### src/core/wwd_pkg.sv
// windowed watchdog: register map, field positions, reset values
// assumes a 32-bit APB slave with byte addresses and one word per register
package wwd_pkg;

    // ==========================================================
    // bus and counter widths
    localparam int ADDR_W = 8;
    localparam int DATA_W = 32;
    localparam int CNT_W = 24;

    // ==========================================================
    // register byte addresses
    localparam logic [ADDR_W-1:0] ADDR_MODE = 8'h00;
    localparam logic [ADDR_W-1:0] ADDR_TC = 8'h04;
    localparam logic [ADDR_W-1:0] ADDR_FEED = 8'h08;
    localparam logic [ADDR_W-1:0] ADDR_TV = 8'h0C;
    localparam logic [ADDR_W-1:0] ADDR_WARN = 8'h10;
    localparam logic [ADDR_W-1:0] ADDR_WINDOW = 8'h14;
    localparam logic [ADDR_W-1:0] ADDR_STAT = 8'h18;
    localparam logic [ADDR_W-1:0] ADDR_MASK = 8'h1C;
    localparam logic [ADDR_W-1:0] ADDR_RSTFLAG = 8'h20;

    // ==========================================================
    // mode register fields
    localparam int MODE_EN = 0;
    localparam int MODE_RSTEN = 1;
    localparam int MODE_WINEN = 2;

    // ==========================================================
    // event bits, shared by status and mask
    localparam int EV_W = 4;
    localparam int EV_TIMEOUT = 0;
    localparam int EV_WARN = 1;
    localparam int EV_FEEDERR = 2;
    localparam int EV_WINERR = 3;

    // ==========================================================
    // reset values and limits
    localparam logic [CNT_W-1:0] TC_MIN = 24'h0000FF;
    localparam logic [CNT_W-1:0] TC_RST = 24'h0000FF;
    localparam logic [CNT_W-1:0] WARN_RST = 24'h000000;
    localparam logic [CNT_W-1:0] WINDOW_RST = 24'hFFFFFF;
    localparam logic [CNT_W-1:0] CNT_ZERO = 24'h000000;
    localparam logic [CNT_W-1:0] CNT_ONE = 24'h000001;

    // ==========================================================
    // prescaler and feed sequence
    localparam int PRE_W = 2;
    localparam logic [PRE_W-1:0] PRE_LAST = 2'h3;
    localparam logic [7:0] FEED_FIRST = 8'hAA;
    localparam logic [7:0] FEED_SECOND = 8'h55;

    // nominal watchdog clock, for software reload planning
    localparam int WATCHDOG_CLOCK_NOM_HZ = 500000;

    typedef enum logic [0:0] {
        WWD_FEED_IDLE = 1'b0,
        WWD_FEED_ARMED = 1'b1
    } wwd_feed_t;

endpackage

### src/core/wwd_sync.sv
// three-stage synchroniser with agreement filter and rising-edge pulse
// assumes an asynchronous input and the system clock domain
`timescale 1ns/10ps
module wwd_sync (
    // clock and reset
    input wire logic sys_clk,
    input wire logic rstn,
    // asynchronous level in
    input wire logic asyncIn,
    // filtered level and its rising edge
    output logic levelOut,
    output logic risePulse
);
    logic s1_r;
    logic s2_r;
    logic s3_r;
    logic stable_r;

    always_ff @(posedge sys_clk or negedge rstn) begin
        if (!rstn) begin
            s1_r <= 1'b0;
            s2_r <= 1'b0;
            s3_r <= 1'b0;
        end else begin
            s1_r <= asyncIn;
            s2_r <= s1_r;
            s3_r <= s2_r;
        end
    end

    // a change counts once the second and third stage agree
    always_ff @(posedge sys_clk or negedge rstn) begin
        if (!rstn) begin
            stable_r <= 1'b0;
        end else if (s2_r == s3_r) begin
            stable_r <= s3_r;
        end
    end

    assign levelOut = stable_r;
    assign risePulse = (s2_r == s3_r) && s3_r && !stable_r;
endmodule

### src/core/wwd_watchdog.sv
// windowed watchdog core with APB register slave
// assumes rstn is the chip reset that chipResetReq drives, and porRstn the power-on reset
`timescale 1ns/10ps

// Overview of operation
// - reset the chip when no reload before time-out
// - windowed mode: feed outside window is a fault
// - warning interrupt at programmable count before time-out
// - enable sticks until reset or watchdog event
// - wrong feed sequence acts like a time-out
// - readable flag marks watchdog-caused reset
// - 24-bit counter behind an internal prescaler
// - time-out 256x4 up to 2^24x4 clock periods
// - counted from the dedicated watchdog clock
// - watchdog clock nominally 500 kHz, loosely controlled
// - keeps counting through power-down
// - enabled time-out interrupt wakes from deep-sleep
module wwd_watchdog (
    // clock and resets
    input wire logic sys_clk,
    input wire logic rstn,
    input wire logic porRstn,
    // watchdog oscillator pin
    input wire logic watchdogClock,
    // apb slave
    input wire logic [wwd_pkg::ADDR_W-1:0] paddr,
    input wire logic psel,
    input wire logic penable,
    input wire logic pwrite,
    input wire logic [wwd_pkg::DATA_W-1:0] pwdata,
    output logic [wwd_pkg::DATA_W-1:0] prdata,
    output logic pready,
    output logic pslverr,
    // system side
    output logic chipResetReq,
    output logic irq,
    output logic wakeReq
);
    import wwd_pkg::*;

    // ==========================================================
    // state
    logic modeEn_r;
    logic rstEn_r;
    logic winEn_r;
    logic [CNT_W-1:0] tc_r;
    logic [CNT_W-1:0] warn_r;
    logic [CNT_W-1:0] window_r;
    logic [CNT_W-1:0] cnt_r;
    logic [PRE_W-1:0] pre_r;
    wwd_feed_t feedState_r;
    logic [EV_W-1:0] stat_r;
    logic [EV_W-1:0] mask_r;
    logic chipRst_r;
    logic rstFlag_r;
    logic [DATA_W-1:0] prdata_r;
    logic pslverr_r;

    // ==========================================================
    // combinational terms
    logic wdEdge;
    logic tick;
    logic preWrap;
    logic timeoutEv;
    logic warnEv;
    logic wrEn;
    logic setup;
    logic addrOk;
    logic feedWr;
    logic firstByte;
    logic secondOk;
    logic validFeed;
    logic seqErr;
    logic winErr;
    logic goodFeed;
    logic fault;
    logic enWrite;
    logic [EV_W-1:0] ev;
    logic [DATA_W-1:0] rdMux;

    // ==========================================================
    // watchdog clock capture
    // the oscillator pin is sampled, so the bus clock must run well above it
    wwd_sync u_sync (
        .sys_clk(sys_clk),
        .rstn(rstn),
        .asyncIn(watchdogClock),
        .levelOut(),
        .risePulse(wdEdge)
    );

    // counting ignores any low-power state of the chip
    assign tick = wdEdge && modeEn_r;
    assign preWrap = tick && (pre_r == PRE_LAST);
    assign timeoutEv = preWrap && (cnt_r == CNT_ZERO);
    assign warnEv = preWrap && (cnt_r == warn_r);

    // ==========================================================
    // apb decode
    assign setup = psel && !penable;
    assign wrEn = psel && penable && pwrite && addrOk;
    assign pready = 1'b1;
    assign prdata = prdata_r;
    assign pslverr = pslverr_r;

    always_comb begin
        unique case (paddr)
            ADDR_MODE, ADDR_TC, ADDR_FEED, ADDR_TV, ADDR_WARN,
            ADDR_WINDOW, ADDR_STAT, ADDR_MASK, ADDR_RSTFLAG: addrOk = 1'b1;
            default: addrOk = 1'b0;
        endcase
    end

    always_comb begin
        rdMux = '0;
        unique case (paddr)
            ADDR_MODE: begin
                rdMux[MODE_EN] = modeEn_r;
                rdMux[MODE_RSTEN] = rstEn_r;
                rdMux[MODE_WINEN] = winEn_r;
            end
            ADDR_TC: rdMux[CNT_W-1:0] = tc_r;
            ADDR_TV: rdMux[CNT_W-1:0] = cnt_r;
            ADDR_WARN: rdMux[CNT_W-1:0] = warn_r;
            ADDR_WINDOW: rdMux[CNT_W-1:0] = window_r;
            ADDR_STAT: rdMux[EV_W-1:0] = stat_r;
            ADDR_MASK: rdMux[EV_W-1:0] = mask_r;
            ADDR_RSTFLAG: rdMux[0] = rstFlag_r;
            default: rdMux = '0;
        endcase
    end

    // read data and error are captured in setup and stand through access
    always_ff @(posedge sys_clk or negedge rstn) begin
        if (!rstn) begin
            prdata_r <= '0;
            pslverr_r <= 1'b0;
        end else if (setup) begin
            prdata_r <= rdMux;
            pslverr_r <= !addrOk;
        end
    end

    // ==========================================================
    // feed sequence
    assign feedWr = wrEn && (paddr == ADDR_FEED);
    assign firstByte = feedWr && (pwdata[7:0] == FEED_FIRST);
    assign secondOk = feedWr && (pwdata[7:0] == FEED_SECOND) && (feedState_r == WWD_FEED_ARMED);
    assign validFeed = secondOk;

    // any other write to a mapped register between the two feed words breaks the sequence
    assign seqErr = modeEn_r && (
        ((feedState_r == WWD_FEED_ARMED) && wrEn && !secondOk) ||
        ((feedState_r == WWD_FEED_IDLE) && feedWr && !firstByte));

    // feeding above the window value is too early
    assign winErr = validFeed && modeEn_r && winEn_r && (cnt_r > window_r);
    assign goodFeed = validFeed && !winErr;
    assign fault = timeoutEv || seqErr || winErr;
    assign enWrite = wrEn && (paddr == ADDR_MODE) && pwdata[MODE_EN] && !modeEn_r;

    always_ff @(posedge sys_clk or negedge rstn) begin
        if (!rstn) begin
            feedState_r <= WWD_FEED_IDLE;
        end else if (wrEn) begin
            if (feedState_r == WWD_FEED_IDLE && firstByte) begin
                feedState_r <= WWD_FEED_ARMED;
            end else begin
                feedState_r <= WWD_FEED_IDLE;
            end
        end
    end

    // ==========================================================
    // mode register
    // enable and reset action can only be set; a fault drops the enable
    always_ff @(posedge sys_clk or negedge rstn) begin
        if (!rstn) begin
            modeEn_r <= 1'b0;
            rstEn_r <= 1'b0;
            winEn_r <= 1'b0;
        end else begin
            if (fault) begin
                modeEn_r <= 1'b0;
            end else if (wrEn && paddr == ADDR_MODE && pwdata[MODE_EN]) begin
                modeEn_r <= 1'b1;
            end
            if (wrEn && paddr == ADDR_MODE) begin
                rstEn_r <= rstEn_r || pwdata[MODE_RSTEN];
                winEn_r <= pwdata[MODE_WINEN];
            end
        end
    end

    // ==========================================================
    // time-out, warning and window values
    always_ff @(posedge sys_clk or negedge rstn) begin
        if (!rstn) begin
            tc_r <= TC_RST;
        end else if (wrEn && paddr == ADDR_TC) begin
            if (pwdata[CNT_W-1:0] < TC_MIN) begin
                tc_r <= TC_MIN;
            end else begin
                tc_r <= pwdata[CNT_W-1:0];
            end
        end
    end

    always_ff @(posedge sys_clk or negedge rstn) begin
        if (!rstn) begin
            warn_r <= WARN_RST;
            window_r <= WINDOW_RST;
        end else if (wrEn) begin
            if (paddr == ADDR_WARN) begin
                warn_r <= pwdata[CNT_W-1:0];
            end
            if (paddr == ADDR_WINDOW) begin
                window_r <= pwdata[CNT_W-1:0];
            end
        end
    end

    // ==========================================================
    // prescaler and down counter
    always_ff @(posedge sys_clk or negedge rstn) begin
        if (!rstn) begin
            pre_r <= '0;
            cnt_r <= TC_RST;
        end else if (enWrite || goodFeed) begin
            pre_r <= '0;
            cnt_r <= tc_r;
        end else if (tick) begin
            pre_r <= pre_r + 1'b1;
            if (preWrap && cnt_r != CNT_ZERO) begin
                cnt_r <= cnt_r - CNT_ONE;
            end
        end
    end

    // ==========================================================
    // interrupt status and mask
    always_comb begin
        ev = '0;
        ev[EV_TIMEOUT] = timeoutEv;
        ev[EV_WARN] = warnEv;
        ev[EV_FEEDERR] = seqErr;
        ev[EV_WINERR] = winErr;
    end

    // write one to clear; a new event in the same cycle wins
    always_ff @(posedge sys_clk or negedge rstn) begin
        if (!rstn) begin
            stat_r <= '0;
        end else if (wrEn && paddr == ADDR_STAT) begin
            stat_r <= (stat_r & ~pwdata[EV_W-1:0]) | ev;
        end else begin
            stat_r <= stat_r | ev;
        end
    end

    always_ff @(posedge sys_clk or negedge rstn) begin
        if (!rstn) begin
            mask_r <= '0;
        end else if (wrEn && paddr == ADDR_MASK) begin
            mask_r <= pwdata[EV_W-1:0];
        end
    end

    assign irq = |(stat_r & mask_r);
    assign wakeReq = stat_r[EV_TIMEOUT] && mask_r[EV_TIMEOUT];

    // ==========================================================
    // chip reset request and reset-cause flag
    // request holds until the chip reset it causes comes back on rstn
    always_ff @(posedge sys_clk or negedge rstn) begin
        if (!rstn) begin
            chipRst_r <= 1'b0;
        end else if (fault && rstEn_r) begin
            chipRst_r <= 1'b1;
        end
    end

    assign chipResetReq = chipRst_r;

    // flag lives on power-on reset only, so it survives the chip reset
    always_ff @(posedge sys_clk or negedge porRstn) begin
        if (!porRstn) begin
            rstFlag_r <= 1'b0;
        end else if (chipRst_r) begin
            rstFlag_r <= 1'b1;
        end else if (wrEn && paddr == ADDR_RSTFLAG && pwdata[0]) begin
            rstFlag_r <= 1'b0;
        end
    end
endmodule

### config.mk
export PLATFORM = sky130hd
export DESIGN_NAME = wwd_watchdog
export DESIGN_NICKNAME = d
export VERILOG_FILES = /design/src/core/wwd_pkg.sv /design/src/core/wwd_sync.sv /design/src/core/wwd_watchdog.sv
export SDC_FILE = /design/constraint.sdc
export NUM_CORES = 1
export LEC_CHECK = 0
export ABC_AREA = 0
export ABC_CLOCK_PERIOD_IN_PS = 2700
export BUFFER_PORTS_ARGS = -buffer_cell sky130_fd_sc_hd__buf_4
export CORE_MARGIN = 2
export CORE_UTILIZATION = 35
export DETAILED_ROUTE_END_ITERATION = 6
export PLACE_DENSITY = 0.59
export SYNTH_ARGS = -nofsm -noshare
export SYNTH_HDL_FRONTEND = slang
export SYNTH_SLANG_ARGS = --single-unit
### constraint.sdc
create_clock -name sys_clk -period 2.7 [get_ports sys_clk]
set_input_delay 0.54 -clock sys_clk [delete_from_list [all_inputs] [get_ports sys_clk]]
set_output_delay 0.54 -clock sys_clk [all_outputs]
set_load 0.02 [all_outputs]
==> reports/qor.txt <==
CTS tree: built
FF-to-FF path depth: 10
critical path class: reg -> reg
initial DRC count: 538
ratio of cells with drive above 1 in the final layout: 34.3%
TritonCTS Sinks: 141
met2 Use GR: 30.7%
total grt overflow: 0
met1 Resource Use GR: 27.0%
RSZ-0062 raised after global routing: yes
ys flop type: dfrtp_1
largest net degree at the start of global routing: 141
first-pass GRT wire length: 35200 um
H-tree Lvls: 4
Slew Viols, Final: 0
Hold Crit Class: in -> async
total CTS buffers: 17
Post-synth EDFFs: 0
vias: 6058
NumNets Final: 919
Fin Setup TNS: -4.60 ns
Final WS setup: -0.216 ns
Max Buffers Root-to-Sink: 2
Synth cell types: 61
GR peak layer: met2
die width: 152 um
core area: 0.0217 mm^2
GPL Wtd Cong: 0.829
GRT Total Usage: 19.5%
num rows: 54
r2r endpoint: cnt_r[21]
clock skew: 0.0102 ns
Die H: 152 um
Worst IR Drop VDD: 0.404 mV
top area cells in the synthesized netlist: dfrtp_1, dfstp_2, mux2_2
Syn-to-layout area delta: 25.5%
sequential share of the synthesized area: 46.5%
Lkg Pwr: 4.90 nW
# setup viols final: 27
drc violations: 0
CP required: 3.01 ns
share of the synthesized area in the top cell type: 32.8%
vias in the first global route: 6261
slew margin rel.: 36.9%
antenna violations before repair: 0
synthesized cell area: 0.00770 mm^2
pwr dens: 501 mW/mm^2
top post-synthesis cells by count: dfrtp_1, nand2_1, mux2_2
violated checks: setup timing
synthesized area per cell: 10.5 um^2
Setup crit end: cnt_r[21]
non-filler instance count after layout: 1138
most frequent cell after synthesis: dfrtp_1
Worst Setup Start Kind: flop
yosys warns: 0
Root Driver: clkbuf_16
routed wire length: 22000 um
die area: 0.0232 mm^2
flop2flop setup slack: -0.22 ns
post-detailed-route count of antenna-violating nets: 0
Clock Latency Late Sink: 0.44 ns
Worst Max-Slew Pin Slew: 0.946 ns
I/O pin cnt: 84
met3 Track Usage GR: 4.01%
CTS clk-pin slew, worst paths: 0.06 ns
Vias/cell: 5.32
Post-DP HPWL: 15100 um
placed cell count: 1103
asr flop ratio synth: 100%
outcome: finished, violations left
WL/cell: 19.4 um
worst r2r src: window_r[23]
Critical Path Fanout Max: 15
period utilization: 108%
Period minus WS final: 2.92 ns
Arrival @ worst endpoint: 3.23 ns
Mapped Cells: 736
Yosys top cell by area: dfrtp_1
final hold vios: 0
highest clock rate: 343 MHz
Yosys reg bits: 141
CP Capture Type: flop
IO Port Bufs: 66
Critical path origin: window_r[23]
Pre-Repair DR Iteration Count: 5
number of max-cap violations: 0
Initial Util: 35.5%
Ant. Diodes: 0
cell type report:
class | count | area (um^2)
flip-flops and latches | 141 | 3580
repair buffers | 133 | 1070
fillers | 2062 | 12000
inverters | 34 | 128
clock buffers | 23 | 498
well taps | 280 | 350
multi-input cells | 518 | 3900
clock inverters | 9 | 133
repair_timing:
action	in CTS	in global routing
endpoints found under the hold margin	1	0
setup endpoints to repair	29	29
resized for setup	6	4
buffers inserted	4	2
pin swaps	4	6
hold buffers	1	0
cloned	0	0
state kept, by name, indices dropped and copies added, names as in the netlist:
signal           cells
chipResetReq         1
cnt_r               24
feedState_r          1
mask_r               4
modeEn_r             1
prdata              24
pre_r                2
pslverr              1
rstEn_r              1
rstFlag_r            1
stat_r               4
tc_r                24
u_sync.levelOut      1
u_sync.s1_r          1
u_sync.s2_r          1
u_sync.s3_r          1
warn_r              24
winEn_r              1
window_r            24
metrics by stage:
step	utilization [%]	worst slack [ns]	cell area, um^2	total power [W]	hold WS (ns)
final	44.5	-0.216	9660	0.00484	0.0907
after detailed placement	41.3	-0.271	8960	0.00237	0.319
after global routing	44.5	-0.295	9660	0.00500	0.199
after global placement	41.3	-0.248	8960	0.00237	0.318
after floorplan	-	-0.0239	7800	0.00224	0.244
after CTS	44.4	-0.231	9640	0.00489	0.201
kinds of logic (layout without fill, tap and decap cells):
family | Yosys count | in the layout | synth area share (%)
and+or+nand+nor | 230 | 230 | 15.3
DFF | 141 | 141 | 46.5
AOI/OAI and AO/OA | 134 | 134 | 12.9
buffers and inverters | 84 | 199 | 4.84
muxes | 74 | 74 | 10.9
xor gates and xnor gates | 44 | 44 | 5.01
adders and majority gates | 27 | 27 | 4.39
other | 2 | 9 | 0.0975
layer usage:
| metal | up-vias | routed length (um) | share of wire (%) |
|---|---|---|---|
| met4 | 0 | 379 | 1.7 |
| li1 | 2868 | - | - |
| met3 | 26 | 1240 | 5.6 |
| met2 | 177 | 10100 | 46 |
| met5 | - | 0 | 0 |
| met1 | 2987 | 10300 | 47 |
cells in the final DEF (no fill, tap or decap), types with 16 or more instances in the layout:
cell type,instances
dfstp_2,40
a222oi_1,22
nor2_1,28
nand2_1,98
ha_1,23
inv_1,30
mux2_4,16
o21ai_0,38
a22o_1,22
buf_4,124
xnor2_1,16
xor2_1,28
mux2_2,48
a21oi_1,16
dfrtp_1,101
clkbuf_16,17
where the power goes:
group	internal [W]	switching [W]	total (W)
Sequential	0.00213	0.00000634	0.00213
Combinational	0.0000713	0.000132	0.000203
Clock	0.00157	0.000934	0.00251
Total	0.00377	0.00107	0.00484
worst min-delay path by stage:
stage | slack (ns) | cells after the start | endpoint | start
after global placement | 0.32 | 1 | rstFlag_r | porRstn
final | 0.09 | 2 | u_sync.s1_r | rstn
after CTS | 0.20 | 1 | u_sync.s1_r | watchdogClock
after detailed placement | 0.32 | 1 | rstFlag_r | porRstn
after global routing | 0.20 | 1 | u_sync.s1_r | watchdogClock
after floorplan | 0.24 | 0 | chipResetReq | rstn
worst max-delay path, cell delays in order (launching register included):
cell       delay, ns
dfstp_2         0.53
inv_1           0.05
ha_1            0.29
nand4_1         0.14
or4_4           0.59
buf_6           0.13
o31a_1          0.31
o21ai_2         0.17
a2bb2oi_4       0.10
buf_12          0.16
mux2_1          0.31
Note: power is estimated with default switching activity, not from simulation.
